[src/core/sfl_defs.svh]
// constants for the serial frame and loop control block
// assumes byte addressing over a 32-bit apb bus, one word per register
`ifndef SFL_DEFS_SVH
`define SFL_DEFS_SVH
// register indexes; byte address is four times the index
`define SFL_IDX_BAUD 3'h0
`define SFL_IDX_ENAB 3'h1
`define SFL_IDX_CTRL1 3'h2
`define SFL_IDX_DATA 3'h3
`define SFL_IDX_STAT 3'h4
// serial_control_one fields
`define SFL_B_LOOP 7
`define SFL_B_HALT 6
`define SFL_B_SRC 5
`define SFL_B_NINE 4
`define SFL_B_WAKE 3
`define SFL_B_IDLE 2
`define SFL_B_PON 1
`define SFL_B_PODD 0
// enable register fields
`define SFL_E_TX 0
`define SFL_E_RX 1
`define SFL_E_ALTMAP 2
`define SFL_E_SLEEP 3
// reset values
`define SFL_CTRL1_RST 8'h00
`define SFL_ENAB_RST 4'h0
`define SFL_BAUD_RST 16'h0364
`define SFL_BAUD_MIN 16'h0002
// data path buffer
`define SFL_FIFO_W 9
`define SFL_FIFO_D 32
`endif

[src/core/sfl_pkg.sv]
// types shared by the serial frame and loop control block
// assumes sfl_defs.svh carries all numeric constants
package sfl_pkg;
  typedef enum logic [1:0] {sfl_rx_idle, sfl_rx_start, sfl_rx_data,
                            sfl_rx_stop} sfl_rx_state_t;
  typedef enum logic {sfl_tx_idle, sfl_tx_shift} sfl_tx_state_t;
endpackage : sfl_pkg

[src/core/sfl_top.sv]
// serial frame and loop control: apb registers, tx buffer, tx and rx
// assumes one 100 mhz clock, async active-high reset, apb master outside
//
// Overview of operation
// - loop select cuts off the receive pin and feeds tx output or the tx pin to rx.
// - in loop mode receiver source 0 takes tx output, 1 the tx pin.
// - halt in wait set stops the serial logic while in wait mode.
// - character length bit picks eight or nine data bits per frame.
// - wakeup bit picks idle line or an address mark in the msb.
// - idle count start picks counting after start or after stop bit.
// - parity on puts a parity bit in the character msb, off none.
// - parity odd select picks even or odd parity for tx and rx.
// - the control register is mapped only while alt map select is 0.
`timescale 1ns/1ps
`include "sfl_defs.svh"

// ----------------------------------------------------------------------
// transmit buffer
// ----------------------------------------------------------------------
module sfl_fifo #(
  parameter int WIDTH = 9,
  parameter int DEPTH = 32
) (
  input wire logic clk, // clock
  input wire logic rst, // async reset
  input wire logic in_valid, // push request
  output logic in_ready, // space left
  input wire logic [WIDTH-1:0] in_data, // push word
  output logic out_valid, // word present
  input wire logic out_ready, // pop request
  output logic [WIDTH-1:0] out_data // head word
);
  localparam int AW = $clog2(DEPTH);
  logic [WIDTH-1:0] mem [DEPTH];
  logic [AW:0] wr_ptr, rd_ptr, next_wr_ptr, next_rd_ptr, count;
  assign count = wr_ptr - rd_ptr;
  assign in_ready = count != (AW+1)'(DEPTH);
  assign out_valid = count != '0;
  assign out_data = mem[rd_ptr[AW-1:0]];
  always_comb begin
    next_wr_ptr = wr_ptr + (AW+1)'(in_valid && in_ready);
    next_rd_ptr = rd_ptr + (AW+1)'(out_valid && out_ready);
  end
  always_ff @(posedge clk or posedge rst) begin
    if (rst) begin
      wr_ptr <= '0;
      rd_ptr <= '0;
    end else begin
      wr_ptr <= next_wr_ptr;
      rd_ptr <= next_rd_ptr;
    end
  end
  always_ff @(posedge clk) begin
    if (in_valid && in_ready) begin
      mem[wr_ptr[AW-1:0]] <= in_data;
    end
  end
endmodule : sfl_fifo

// ----------------------------------------------------------------------
// top level
// ----------------------------------------------------------------------
module sfl_top
  import sfl_pkg::*;
(
  input wire logic clk, // 100 mhz clock
  input wire logic rst, // async reset, active high
  input wire logic psel, // apb select
  input wire logic penable, // apb access phase
  input wire logic pwrite, // apb direction
  input wire logic [7:0] paddr, // apb byte address
  input wire logic [31:0] pwdata, // apb write data
  output logic [31:0] prdata, // apb read data
  output logic pready, // apb ready
  output logic pslverr, // apb error
  input wire logic wait_mode, // system wait mode, same clock
  input wire logic rxd, // receive pin
  input wire logic txd_in, // transmit pin level
  output logic txd_out, // transmit pin drive value
  output logic txd_oe_n // transmit pin enable, low drives
);
  // --------------------------------------------------------------------
  // state
  // --------------------------------------------------------------------
  logic [15:0] baud_div, next_baud_div;
  logic [7:0] ctrl1, next_ctrl1;
  logic [3:0] enab, next_enab;
  logic [8:0] rx_data, next_rx_data;
  logic rx_full, ovr, perr, ferr, idle_f;
  logic next_rx_full, next_ovr, next_perr, next_ferr, next_idle_f;
  logic [31:0] next_prdata;
  logic next_pready, next_pslverr, next_txd_oe_n;
  logic rxd_s1, rxd_s2, txi_s1, txi_s2;
  sfl_tx_state_t tx_st, next_tx_st;
  logic [15:0] tx_tmr, next_tx_tmr;
  logic [10:0] tx_sh, next_tx_sh, tx_frame;
  logic [3:0] tx_left, next_tx_left;
  logic tx_line, next_tx_line;
  sfl_rx_state_t rx_st, next_rx_st;
  logic [15:0] rx_tmr, next_rx_tmr;
  logic [8:0] rx_sh, next_rx_sh, rx_char;
  logic [3:0] rx_cnt, next_rx_cnt, ones, next_ones;
  logic armed, next_armed;
  // --------------------------------------------------------------------
  // decode and derived controls
  // --------------------------------------------------------------------
  logic [2:0] idx;
  logic aligned, hit_baud, hit_enab, hit_ctrl, hit_data, hit_stat;
  logic mapped, acc, wr, rd, halted, tx_on, rx_on, nine, div_ok;
  logic [15:0] div;
  logic [3:0] nbits, flen;
  logic f_valid, f_ready, f_pop, rx_in, load, done, idle_ev, keep;
  logic [8:0] f_data, tx_char;
  assign idx = paddr[4:2];
  assign aligned = (paddr[1:0] == 2'h0) && (paddr[7:5] == 3'h0);
  assign hit_baud = aligned && idx == `SFL_IDX_BAUD;
  assign hit_enab = aligned && idx == `SFL_IDX_ENAB;
  assign hit_ctrl = aligned && idx == `SFL_IDX_CTRL1
                    && !enab[`SFL_E_ALTMAP];
  assign hit_data = aligned && idx == `SFL_IDX_DATA;
  assign hit_stat = aligned && idx == `SFL_IDX_STAT;
  assign mapped = hit_baud || hit_enab || hit_ctrl || hit_data || hit_stat;
  assign acc = psel && penable && pready;
  assign wr = acc && pwrite;
  assign rd = acc && !pwrite;
  assign halted = wait_mode && ctrl1[`SFL_B_HALT];
  assign tx_on = enab[`SFL_E_TX] && !halted;
  assign rx_on = enab[`SFL_E_RX] && !halted;
  assign nine = ctrl1[`SFL_B_NINE];
  assign nbits = nine ? 4'd9 : 4'd8;
  assign flen = nbits + 4'd2;
  assign div_ok = baud_div >= `SFL_BAUD_MIN;
  assign div = div_ok ? baud_div : `SFL_BAUD_MIN;
  // receiver source selection
  always_comb begin
    if (!ctrl1[`SFL_B_LOOP]) begin
      rx_in = rxd_s2;
    end else if (ctrl1[`SFL_B_SRC]) begin
      rx_in = txi_s2;
    end else begin
      rx_in = tx_line;
    end
  end
  sfl_fifo #(.WIDTH(`SFL_FIFO_W), .DEPTH(`SFL_FIFO_D)) u_txbuf (
    .clk(clk), .rst(rst),
    .in_valid(wr && hit_data), .in_ready(f_ready), .in_data(pwdata[8:0]),
    .out_valid(f_valid), .out_ready(f_pop), .out_data(f_data)
  );
  // --------------------------------------------------------------------
  // transmitter
  // --------------------------------------------------------------------
  always_comb begin
    tx_char = f_data;
    if (ctrl1[`SFL_B_PON]) begin
      if (nine) begin
        tx_char[8] = ^f_data[7:0] ^ ctrl1[`SFL_B_PODD];
      end else begin
        tx_char[7] = ^f_data[6:0] ^ ctrl1[`SFL_B_PODD];
      end
    end
    tx_frame = nine ? {1'b1, tx_char, 1'b0} : {2'b11, tx_char[7:0], 1'b0};
    load = tx_on && tx_st == sfl_tx_idle && f_valid;
    f_pop = load;
    next_tx_st = tx_st;
    next_tx_tmr = tx_tmr;
    next_tx_sh = tx_sh;
    next_tx_left = tx_left;
    next_tx_line = tx_line;
    if (!tx_on) begin
      next_tx_st = sfl_tx_idle;
      next_tx_line = 1'b1;
    end else if (load) begin
      next_tx_st = sfl_tx_shift;
      next_tx_sh = tx_frame >> 1;
      next_tx_left = nbits + 4'd1;
      next_tx_tmr = div - 16'd1;
      next_tx_line = 1'b0;
    end else if (tx_st == sfl_tx_shift) begin
      if (tx_tmr != 16'd0) begin
        next_tx_tmr = tx_tmr - 16'd1;
      end else if (tx_left == 4'd0) begin
        next_tx_st = sfl_tx_idle;
      end else begin
        next_tx_line = tx_sh[0];
        next_tx_sh = tx_sh >> 1;
        next_tx_left = tx_left - 4'd1;
        next_tx_tmr = div - 16'd1;
      end
    end
    next_txd_oe_n = !(enab[`SFL_E_TX] && (!(ctrl1[`SFL_B_LOOP]
                    && ctrl1[`SFL_B_SRC]) || tx_st == sfl_tx_shift));
  end
  // --------------------------------------------------------------------
  // receiver, idle detection and wakeup
  // --------------------------------------------------------------------
  assign rx_char = nine ? rx_sh : {1'b0, rx_sh[8:1]};
  always_comb begin
    next_rx_st = rx_st;
    next_rx_tmr = rx_tmr;
    next_rx_sh = rx_sh;
    next_rx_cnt = rx_cnt;
    next_ones = ones;
    next_armed = armed;
    done = 1'b0;
    if (!rx_on) begin
      next_rx_st = sfl_rx_idle;
      next_rx_tmr = 16'd0;
      next_ones = 4'd0;
    end else begin
      case (rx_st)
        sfl_rx_idle: begin
          if (!rx_in) begin
            next_rx_st = sfl_rx_start;
            next_rx_tmr = div >> 1;
          end else if (rx_tmr != 16'd0) begin
            next_rx_tmr = rx_tmr - 16'd1;
          end else begin
            next_rx_tmr = div - 16'd1;
            next_ones = (ones == 4'hf) ? ones : ones + 4'd1;
          end
        end
        sfl_rx_start: begin
          if (rx_tmr != 16'd0) begin
            next_rx_tmr = rx_tmr - 16'd1;
          end else begin
            next_rx_st = rx_in ? sfl_rx_idle : sfl_rx_data;
            next_rx_tmr = div - 16'd1;
            next_rx_cnt = 4'd0;
            next_ones = 4'd0;
          end
        end
        sfl_rx_data: begin
          if (rx_tmr != 16'd0) begin
            next_rx_tmr = rx_tmr - 16'd1;
          end else begin
            next_rx_sh = {rx_in, rx_sh[8:1]};
            next_rx_cnt = rx_cnt + 4'd1;
            next_rx_tmr = div - 16'd1;
            if (!ctrl1[`SFL_B_IDLE]) begin
              next_ones = rx_in ? ones + 4'd1 : 4'd0;
            end
            if (rx_cnt + 4'd1 == nbits) begin
              next_rx_st = sfl_rx_stop;
            end
          end
        end
        sfl_rx_stop: begin
          if (rx_tmr != 16'd0) begin
            next_rx_tmr = rx_tmr - 16'd1;
          end else begin
            done = 1'b1;
            next_armed = 1'b1;
            next_rx_st = sfl_rx_idle;
            next_rx_tmr = div - 16'd1;
            if (ctrl1[`SFL_B_IDLE] || !rx_in) begin
              next_ones = 4'd0;
            end else begin
              next_ones = ones + 4'd1;
            end
          end
        end
        default: next_rx_st = sfl_rx_idle;
      endcase
    end
    idle_ev = armed && next_ones >= flen && ones < flen;
    if (idle_ev) begin
      next_armed = 1'b0;
    end
  end
  // a sleeping receiver stores a character only when the wakeup bit is set and the character is address-marked
  assign keep = !enab[`SFL_E_SLEEP] ||
                (ctrl1[`SFL_B_WAKE] && rx_char[nbits-4'd1]);
  // --------------------------------------------------------------------
  // register file and apb slave
  // --------------------------------------------------------------------
  always_comb begin
    next_baud_div = baud_div;
    next_ctrl1 = ctrl1;
    next_enab = enab;
    next_rx_data = rx_data;
    next_rx_full = rx_full && !(rd && hit_data);
    next_ovr = ovr;
    next_perr = perr;
    next_ferr = ferr;
    next_idle_f = idle_f;
    if (wr && hit_baud) next_baud_div = pwdata[15:0];
    if (wr && hit_ctrl) next_ctrl1 = pwdata[7:0];
    if (wr && hit_enab) next_enab = pwdata[3:0];
    if (wr && hit_stat) begin
      next_ovr = ovr && !pwdata[3];
      next_perr = perr && !pwdata[4];
      next_ferr = ferr && !pwdata[5];
      next_idle_f = idle_f && !pwdata[6];
    end
    // hardware sets win over software clears
    if (idle_ev) begin
      next_idle_f = 1'b1;
      if (!ctrl1[`SFL_B_WAKE]) next_enab[`SFL_E_SLEEP] = 1'b0;
    end
    if (done && keep) begin
      next_enab[`SFL_E_SLEEP] = 1'b0;
      if (rx_full && !(rd && hit_data)) begin
        next_ovr = 1'b1;
      end else begin
        next_rx_data = rx_char;
        next_rx_full = 1'b1;
        if (ctrl1[`SFL_B_PON] && (^rx_char ^ ctrl1[`SFL_B_PODD])) begin
          next_perr = 1'b1;
        end
        if (!rx_in) next_ferr = 1'b1;
      end
    end
    // answer one cycle into the access phase; a full buffer stalls
    next_pready = psel && penable && !pready &&
                  !(hit_data && pwrite && !f_ready);
    next_pslverr = next_pready && !mapped;
    next_prdata = 32'h0;
    if (next_pready && !pwrite) begin
      case (1'b1)
        hit_baud: next_prdata = {16'h0, baud_div};
        hit_enab: next_prdata = {28'h0, enab};
        hit_ctrl: next_prdata = {24'h0, ctrl1};
        hit_data: next_prdata = {23'h0, rx_data};
        hit_stat: next_prdata = {24'h0, tx_st == sfl_tx_shift, idle_f,
                                 ferr, perr, ovr, rx_full, !f_ready,
                                 !f_valid};
        default: next_prdata = 32'h0;
      endcase
    end
  end
  always_ff @(posedge clk or posedge rst) begin
    if (rst) begin
      baud_div <= `SFL_BAUD_RST;
      ctrl1 <= `SFL_CTRL1_RST;
      enab <= `SFL_ENAB_RST;
      rx_data <= 9'h0;
      rx_full <= 1'b0;
      ovr <= 1'b0;
      perr <= 1'b0;
      ferr <= 1'b0;
      idle_f <= 1'b0;
      prdata <= 32'h0;
      pready <= 1'b0;
      pslverr <= 1'b0;
      rxd_s1 <= 1'b1;
      rxd_s2 <= 1'b1;
      txi_s1 <= 1'b1;
      txi_s2 <= 1'b1;
      tx_st <= sfl_tx_idle;
      tx_tmr <= 16'h0;
      tx_sh <= 11'h7ff;
      tx_left <= 4'h0;
      tx_line <= 1'b1;
      txd_out <= 1'b1;
      txd_oe_n <= 1'b1;
      rx_st <= sfl_rx_idle;
      rx_tmr <= 16'h0;
      rx_sh <= 9'h0;
      rx_cnt <= 4'h0;
      ones <= 4'h0;
      armed <= 1'b0;
    end else begin
      baud_div <= next_baud_div;
      ctrl1 <= next_ctrl1;
      enab <= next_enab;
      rx_data <= next_rx_data;
      rx_full <= next_rx_full;
      ovr <= next_ovr;
      perr <= next_perr;
      ferr <= next_ferr;
      idle_f <= next_idle_f;
      prdata <= next_prdata;
      pready <= next_pready;
      pslverr <= next_pslverr;
      rxd_s1 <= rxd;
      rxd_s2 <= rxd_s1;
      txi_s1 <= txd_in;
      txi_s2 <= txi_s1;
      tx_st <= next_tx_st;
      tx_tmr <= next_tx_tmr;
      tx_sh <= next_tx_sh;
      tx_left <= next_tx_left;
      tx_line <= next_tx_line;
      txd_out <= next_tx_line;
      txd_oe_n <= next_txd_oe_n;
      rx_st <= next_rx_st;
      rx_tmr <= next_rx_tmr;
      rx_sh <= next_rx_sh;
      rx_cnt <= next_rx_cnt;
      ones <= next_ones;
      armed <= next_armed;
    end
  end
  // --------------------------------------------------------------------
  // checks
  // --------------------------------------------------------------------
  property p_loop_int;
    @(posedge clk) disable iff (rst)
    (ctrl1[7] && !ctrl1[5]) |-> (rx_in == txd_out);
  endproperty
  a_loop_int: assert property (p_loop_int)
    else $error("internal loop does not feed tx output to receiver");
  property p_single;
    @(posedge clk) disable iff (rst)
    (ctrl1[7] && ctrl1[5]) |-> (rx_in == $past(txd_in, 2));
  endproperty
  a_single: assert property (p_single)
    else $error("single-wire mode does not read the transmit pin");
  property p_normal;
    @(posedge clk) disable iff (rst)
    !ctrl1[7] |-> (rx_in == $past(rxd, 2));
  endproperty
  a_normal: assert property (p_normal)
    else $error("normal mode does not read the receive pin");
  property p_halt;
    @(posedge clk) disable iff (rst)
    (wait_mode && ctrl1[6]) |=> (tx_st == sfl_tx_idle && txd_out);
  endproperty
  a_halt: assert property (p_halt)
    else $error("serial logic still runs while halted in wait");
  property p_len;
    @(posedge clk) disable iff (rst)
    load |=> (tx_left == ($past(ctrl1[4]) ? 4'd10 : 4'd9)) && !txd_out;
  endproperty
  a_len: assert property (p_len)
    else $error("frame length does not follow character length bit");
  property p_wake;
    @(posedge clk) disable iff (rst)
    (idle_ev && !ctrl1[3] && !(wr && hit_enab)) |=> !enab[3];
  endproperty
  a_wake: assert property (p_wake)
    else $error("idle line did not wake the receiver");
  property p_ilt;
    @(posedge clk) disable iff (rst)
    (done && ctrl1[2]) |=> (ones == 4'd0);
  endproperty
  a_ilt: assert property (p_ilt)
    else $error("idle count not restarted after stop bit");
  property p_par;
    @(posedge clk) disable iff (rst)
    (load && ctrl1[1] && !ctrl1[4]) |=>
      (tx_sh[7] == (^$past(f_data[6:0]) ^ $past(ctrl1[0])));
  endproperty
  a_par: assert property (p_par)
    else $error("parity bit not placed in character msb");
  property p_alt_map_select;
    @(posedge clk) disable iff (rst)
    (psel && penable && !pready && enab[2] && aligned
     && idx == `SFL_IDX_CTRL1) |=> (pready && pslverr && prdata == 32'h0)
     ##1 $stable(ctrl1);
  endproperty
  a_alt_map_select: assert property (p_alt_map_select)
    else $error("control register visible with alt map selected");
  c_frame: cover property (@(posedge clk) disable iff (rst) done && keep);
  c_loop: cover property (@(posedge clk) disable iff (rst)
    done && ctrl1[7] && !ctrl1[5]);
  c_full: cover property (@(posedge clk) disable iff (rst) !f_ready);
  c_idle: cover property (@(posedge clk) disable iff (rst) idle_ev);
endmodule : sfl_top

[config.mk]
export PLATFORM = sky130hd
export DESIGN_NAME = sfl_top
export DESIGN_NICKNAME = d
export VERILOG_FILES = /design/src/core/sfl_pkg.sv /design/src/core/sfl_top.sv
export VERILOG_INCLUDE_DIRS = /design/src /design/src/core
export SDC_FILE = /design/constraint.sdc
export NUM_CORES = 1
export LEC_CHECK = 0
export BUFFER_PORTS_ARGS = -buffer_cell sky130_fd_sc_hd__buf_2
export CORE_ASPECT_RATIO = 1.1
export CORE_MARGIN = 8
export CORE_UTILIZATION = 58
export CTS_BUF_LIST = sky130_fd_sc_hd__clkbuf_8
export DETAILED_ROUTE_END_ITERATION = 8
export HOLD_SLACK_MARGIN = 0.05
export PLACE_DENSITY = 0.79
export SLEW_MARGIN = 20
export SYNTH_ARGS = -nofsm -noshare
export SYNTH_HDL_FRONTEND = slang
export SYNTH_SLANG_ARGS = --single-unit
[constraint.sdc]
create_clock -name clk -period 4.2 [get_ports clk]
set_input_delay 0.21 -clock clk [delete_from_list [all_inputs] [get_ports clk]]
set_output_delay 0.21 -clock clk [all_outputs]
set_load 0.01 [all_outputs]
==> impl_metrics.toml, run 1 <==
[outcome]
status = "finished clean"

[timing]
tightest_slew_ns = 0.8962
fin_skew_ns = 0.03033
drv_slew = 0
min_period_over_period_pct = 96.60
finalHoldViolCount = 0
rsz0062_at_grt = "yes"
max_slew_margin_pct = 40.03
fmax_mhz = 246.5
fin_ws_ns = 0.1429
setup_viol = 0
min_period_ns = 4.057
fin_setup_tns_ns = 0

[cells_and_area]
stdcell_area_mm2 = 0.02142
utilization_pct = 65.04
area_delta_synth_final_pct = 11.58
nFillCells = 2356
drive_gt1_share_pct = 22.15
final_nets = 1515

[worst_setup_path]
reg2reg_depth = 12
cpPeakStageDelay_ns = 0.92
crit_type = "reg2reg"
worstPathArrival_ns = 4.29
start_kind = "flop"
worstPathCellList = "inv_1 -> ha_1 -> nor2b_1 -> o21ai_0 -> a21boi_0 -> o21a_1 -> o21ai_0 -> a21boi_0 -> nor3_1 -> buf_4 -> nand3_1 -> nor2_1"
critPathMaxFanout = 9
crit_path_end_kind = "flop"
cp_data_required_time_ns = 4.43
slowest_stage = "nor2_1"

[synthesis]
synth.distinct_cells = 69
synth_top_area_share_pct = 45.05
yosysSeqAreaShare_pct = 64.22
syn-cell-area_mm2 = 0.01920
synth_commonest_cells = "288 x edfxtp_1, 124 x dfrtp_1, 101 x nand2_1"
avgSynthCellArea_um2 = 14.33
ys.flop_type = "edfxtp_1"
synth_edf_count = 288
synth-seq-cells = 434
async_flop_share_pct = 33.64
yosysMostFrequentCell = "edfxtp_1"
yosysWarningCount = 0
yosys-top-cells-area = "edfxtp_1 45%, dfrtp_1 16%, mux4_2 7.7%, dfstp_2 3.0%, mux2i_1 2.6%"
synth_cells = 1340
synth_top_area_cell = "edfxtp_1"

[cts]
cts_buffers = 70
worstSkewPairLatency_ns = 0.62
htreeDepth = 3
clock_path_buffers = 3
postCtsSetupRepairBufs = 0
tritoncts = "done"
cts_root_buffer = "clkbuf_8"
clkTransAtPathRegs_ns = 0.06
cts.sinks = 434

[pwr]
combPwrFrac_pct = 4.8
pwr-share-seq_pct = 54.0
swShare_pct = 23.05
power_density_mw_per_mm2 = 398.2
p_leak_nw = 7.981
intPower_w = 0.006564
ir_drop_mv = 0.4139
switching_power_w = 0.001966
pwr-share-clk_pct = 41.3
power_w = 0.008530

[die]
io_pins = 84
die-height_um = 206.8
die_area_mm2 = 0.03918
start_util_pct = 58.29
die_x_um = 189.5
std_cell_rows = 70
fp.coreArea_mm2 = 0.03293

[grt]
use_met1_pct = 28.31
overflow = 0
track_usage_pct = 22.65
grt.met3_usage_pct = 5.057
busiest_layer = "met2"
antenna_found_initial = 2
grt_pass1_wl_um = 67940
use_met2_pct = 37.19
grt_pass1_vias = 12030
grt_max_degree = 120

[detailed_routing]
drc_errors = 0
dr.first_iter.drc_count = 1071
first_pass_iters = 7
viasPerCell = 6.251
post_drt_wl_per_cell_um = 22.82
routed_wl_um = 44140
antenna_left = 0
vias = 12090

[flow_run]
cap_violations = 0

[placement]
dp_slack_ns = 0.1958
place.port_buffers = 51
place_area_mm2 = 0.01986
dp_hpwl_um = 28000
gp_congestion = 0.8707

[min_path]
hp-class = "in2reg"
min_path_cells = 3
==> flip-flops by register name, summed over array words and instances, names as in the netlist, 8 cells and up <==
signal       count
u_txbuf.mem    288
baud_div        16
prdata          16
rx_tmr          16
tx_tmr          16
tx_sh           11
rx_data          9
rx_sh            9
ctrl1            8
==> through the flow <==
| step | std cells | hold WS [ns] |
|---|---|---|
| after floorplan | 1355 | 0.2145 |
| after global placement | 1789 | 0.3149 |
| after detailed placement | 1789 | 0.3169 |
| after CTS | 1931 | 0.07188 |
| after global routing | 1932 | 0.1032 |
| final | 1934 | 0.1125 |
==> repair_timing <==
action,CTS,global route
hold buffers,15,0
endpoints found under the setup margin,0,285
gates resized for setup,0,14
hold endpoints to repair,110,0
==> power by group through the flow <==
| stage | Combinational [W] | Sequential [W] | Clock, W |
|---|---|---|---|
| final | 0.000408 | 0.00460 | 0.00352 |
| after detailed placement | 0.000397 | 0.00469 | 0 |
| after global placement | 0.000387 | 0.00469 | 0 |
| after global routing | 0.000444 | 0.00460 | 0.00375 |
| after floorplan | 0.000278 | 0.00468 | 0 |
| after CTS | 0.000410 | 0.00460 | 0.00357 |
==> final cells by class <==
type                       count  area, um^2  share of cell area [%]
inverter                      29       116.4                  0.5433
clock buffer                  79        1087                   5.076
tap                          432       540.5                   2.524
multi-input combinational    818        6454                   30.13
clock inverter                48       274.0                   1.279
antenna                        3       7.507                 0.03505
sequential                   434       12330                   57.58
timing repair buffer          91       605.6                   2.827
==> worst max-delay path, delay by kind of cell (launching register included) <==
kind            cells  cell delay, ns
buf+inv             2            0.26
fa+ha+maj           1            0.24
compound gates      5            0.98
simple gates        4            1.79
flops               1            0.40
==> cell families after synthesis <==
group / count (synthesis) / share of synthesized area (%)
flip-flops: 434 / 64.22
XOR/XNOR: 54 / 2.646
buffers and inverters: 103 / 2.633
multiplexers: 156 / 12.70
adder cells (fa/ha/maj): 23 / 1.499
AO/OA/AOI/OAI: 211 / 7.313
other: 1 / 0.01953
AND/OR/NAND/NOR: 358 / 8.962
==> placed cells by master (no fill, tap or decap), types with 9 or more instances in the layout <==
cell type and count:
edfxtp_1 288, dfrtp_1 122, nand2_1 101, nor2_1 85, clkbuf_8 79, mux4_2 66
o21ai_0 56, buf_2 51, inv_1 50, mux2i_1 49, a21oi_1 49, mux2_2 41
nand3_1 33, xnor2_1 31, buf_4 24, ha_1 23, nor3_1 22, dfstp_2 22
xor2_1 20, or3_1 19, conb_1 16, nor2_2 15, a22oi_1 15, and2_1 15
dlygate4sd3_1 15, a211oi_1 12, nor4_1 11, o221ai_1 11, a221o_1 9, o211ai_1 9
==> layer usage <==
metal | up-vias | wire length, um | part of all wire (%)
met3 | 129 | 3384 | 7.7
li1 | 5311 | - | -
met1 | 6092 | 17290 | 39
met4 | 0 | 1846 | 4.2
met5 | - | 0 | 0
met2 | 557 | 21610 | 49
==> path summary, 6_finish.rpt <==
path / start / endpoint / slack [ns]
max reg2reg: u_txbuf.rd_ptr[1] / u_txbuf.mem[4][5] / 0.14
min reg2reg: txi_s1 / txi_s2 / 0.36
min in group asynchronous: rst / rx_cnt[2] / 0.32
max: u_txbuf.rd_ptr[1] / u_txbuf.mem[4][5] / 0.14
max in group asynchronous: rst / baud_div[5] / 2.93
min: paddr[1] / prdata[8] / 0.11
Note: power is estimated with default switching activity, not from simulation.
==> run 2, diff against run 1 <==
- ABC_AREA: not set -> 1
==> run 2 against run 1 <==
Effect of this change: sequential power about the same; via count increased by 24%; clock skew increased by 0.0017 ns; flip-flop and latch count unchanged; hold slack improved by 0.010 ns; critical path depth increased by 8; global-route usage increased by 0.62 points; register-to-register slack improved by 0.40 ns.
==> impl_metrics.toml, run 2 <==
[outcome]
status = "finished clean"

[grt]
antenna_found_initial = 0
grt_pass1_vias = 14600
grt_pass1_wl_um = 76200
overflow = 0
track_usage_pct = 23.28
grt_max_degree = 82

[worst_setup_path]
critical_path.endpoint = "tx_sh[7]"
crit_type = "reg2reg"
start_kind = "flop"
reg2reg_depth = 20
crit_path_end_kind = "flop"
critPathMaxFanout = 74
slowest_stage = "buf_4"
cp_common_cell = "nand2_1"
critPathLaunch = "u_txbuf.rd_ptr[0]"
worstPathArrival_ns = 4.21
r2r_start = "u_txbuf.rd_ptr[0]"
worstPathCellList = "buf_4 -> buf_4 -> nand2_1 -> nand2_1 -> nand2_1 -> nand3_1 -> nand3_1 -> nand2_1 -> nand2_1 -> inv_2 -> nand2_1 -> nand2_1 -> nand2_2 -> nand2_1 -> nand2_2 -> nand2_1 -> nand2_1 -> nand3_1 -> nand2_1 -> a21oi_1"
reg2reg_slack_ns = 0.54
reg2reg_to = "tx_sh[7]"
cpPeakStageDelay_ns = 0.70
cp_data_required_time_ns = 4.74

[synthesis]
ys.flop_type = "edfxtp_1"
synth_top_family_by_area = "simple AND/OR/NAND/NOR gates"
yosysWarningCount = 0
avgSynthCellArea_um2 = 9.850
synth_top_area_share_pct = 42.64
synth_commonest_cells = "498 x nand2_1, 288 x edfxtp_1, 222 x nor2_1"
synthMuxAreaShare_pct = 0.8884
synth-seq-cells = 434
synth_adder_area_share_pct = 1.419
synth_top_area_cell = "edfxtp_1"
async_flop_share_pct = 33.64
yosys.area_share.xor_xnor_pct = 2.585
yosysSeqAreaShare_pct = 60.79
synth.distinct_cells = 61
synth_cells = 2059
yosysMostFrequentCell = "nand2_1"
synth_edf_count = 288
syn-cell-area_mm2 = 0.02028
synth-simple-area-share_pct = 19.09
synth_compound_area_share_pct = 8.736
yosys-top-cells-area = "edfxtp_1 43%, dfrtp_1 15%, nand2_1 9.2%, nor2_1 4.1%, o21ai_0 4.0%"

[placement]
gp_congestion = 0.9340
place_area_mm2 = 0.02085
place.port_buffers = 51
dp_cells = 2505
dp_hpwl_um = 30210

[die]
start_util_pct = 58.32
std_cell_rows = 72
die_area_mm2 = 0.04121
die-height_um = 212.1
fp.coreArea_mm2 = 0.03477
io_pins = 84
die_x_um = 194.3

[cells_and_area]
largest_reg_flops = 288
utilization_pct = 63.80
drive_gt1_share_pct = 11.53
stdcell_count = 2639
final_nets = 2217
stdcell_area_mm2 = 0.02219
diodes = 0
area_delta_synth_final_pct = 9.396
final_common_cell = "nand2_1"
mostFrequentLayoutCells = "498 x nand2_1, 288 x edfxtp_1, 222 x nor2_1"

[cts]
clkTransAtPathRegs_ns = 0.06
htreeDepth = 3
cts_root_buffer = "clkbuf_8"
ctsResizeCount = 0
worstSkewPairLatency_ns = 0.62
clock_path_buffers = 3
cts_hold_buf = 14
cts_buffers = 69
tritoncts = "done"
cts.sinks = 434
postCtsSetupRepairBufs = 0

[timing]
min_period_over_period_pct = 87.16
drv_slew = 0
max_slew_margin_pct = 37.25
rsz0062_at_grt = "no"
fmax_mhz = 273.2
fin_setup_tns_ns = 0
setup_viol = 0
finalHoldViolCount = 0
fin_skew_ns = 0.03203
min_period_ns = 3.661
tightest_slew_ns = 0.9378

[detailed_routing]
vias = 14990
post_drt_wl_per_cell_um = 18.17
dr.first_iter.drc_count = 1361
antenna_left = 0
routed_wl_um = 47940
viasPerCell = 5.679
first_pass_iters = 6
drc_errors = 0

[pwr]
p_leak_nw = 9.321
ir_drop_mv = 0.5430
power_density_mw_per_mm2 = 358.6

[min_path]
hp-class = "in2reg"

[flow_run]
cap_violations = 0
[run 2: cell count changes after synthesis, sizes merged, moves of 19 or more]
cell	delta
xor2	+19
inv	+152
o21ai	+116
nand2	+412
or3	-19
nand3	+103
mux4	-66
nor2	+127
mux2i	-49
mux2	-27
buf	+37
[run 2: area by class of cell]
type                       count  area (um^2)
timing repair buffer         105        708.2
clock buffer                  71        977.2
inverter                     184        696.9
fill                        2744        12590
sequential                   434        12330
clock inverter                49        219.0
tap                          444        555.5
multi-input combinational   1352         6695
[run 2: worst min path at each step]
| stage | from | to | slack [ns] | cells past startpoint |
|---|---|---|---|---|
| after floorplan | rxd | rxd_s1 | 0.21 | 0 |
| after global placement | txd_in | txi_s1 | 0.32 | 1 |
| after detailed placement | rxd | rxd_s1 | 0.32 | 1 |
| after CTS | psel | ovr | 0.09 | 4 |
| after global routing | psel | ovr | 0.12 | 4 |
| final | psel | ovr | 0.12 | 4 |
[run 2: report_power, final]
group / total [W] / internal (W) / switching (W)
Combinational: 0.000166 / 0.0000341 / 0.000132
Sequential: 0.00458 / 0.00458 / 0.00000338
Clock: 0.00321 / 0.00162 / 0.00159
[run 2: critical path, delay by kind of cell, from the launching register on]
family	cells	cell delay, ns
buf+inv	3	1.31
compound gates	1	0.12
flops	1	0.63
simple gates	16	1.45
[run 2: per-stage QoR]
stage	hold WS, ns	setup WS (ns)	power, W
floorplan	0.2145	0.1034	0.004740
global placement	0.3155	0.7435	0.004814
detailed placement	0.3164	0.6202	0.004819
CTS	0.08623	0.6005	0.008022
global route	0.1180	0.1295	0.008208
finish	0.1225	0.5392	0.007955
[run 2: logic make-up after synthesis]
group | Yosys count
compound gates | 312
xor+xnor | 59
fa+ha+maj | 23
buf+inv | 288
flops | 434
mux | 14
other cells | 1
simple gates | 928
[run 2: layer usage]
| metal | GRT usage (%) | part of all wire [%] | up-vias |
|---|---|---|---|
| li1 | - | - | 7054 |
| met1 | 28.96 | 40 | 7130 |
| met2 | 39.38 | 48 | 680 |
| met3 | 3.958 | 7.7 | 123 |
| met4 | 11.44 | 3.9 | 0 |
| met5 | 0 | 0 | - |
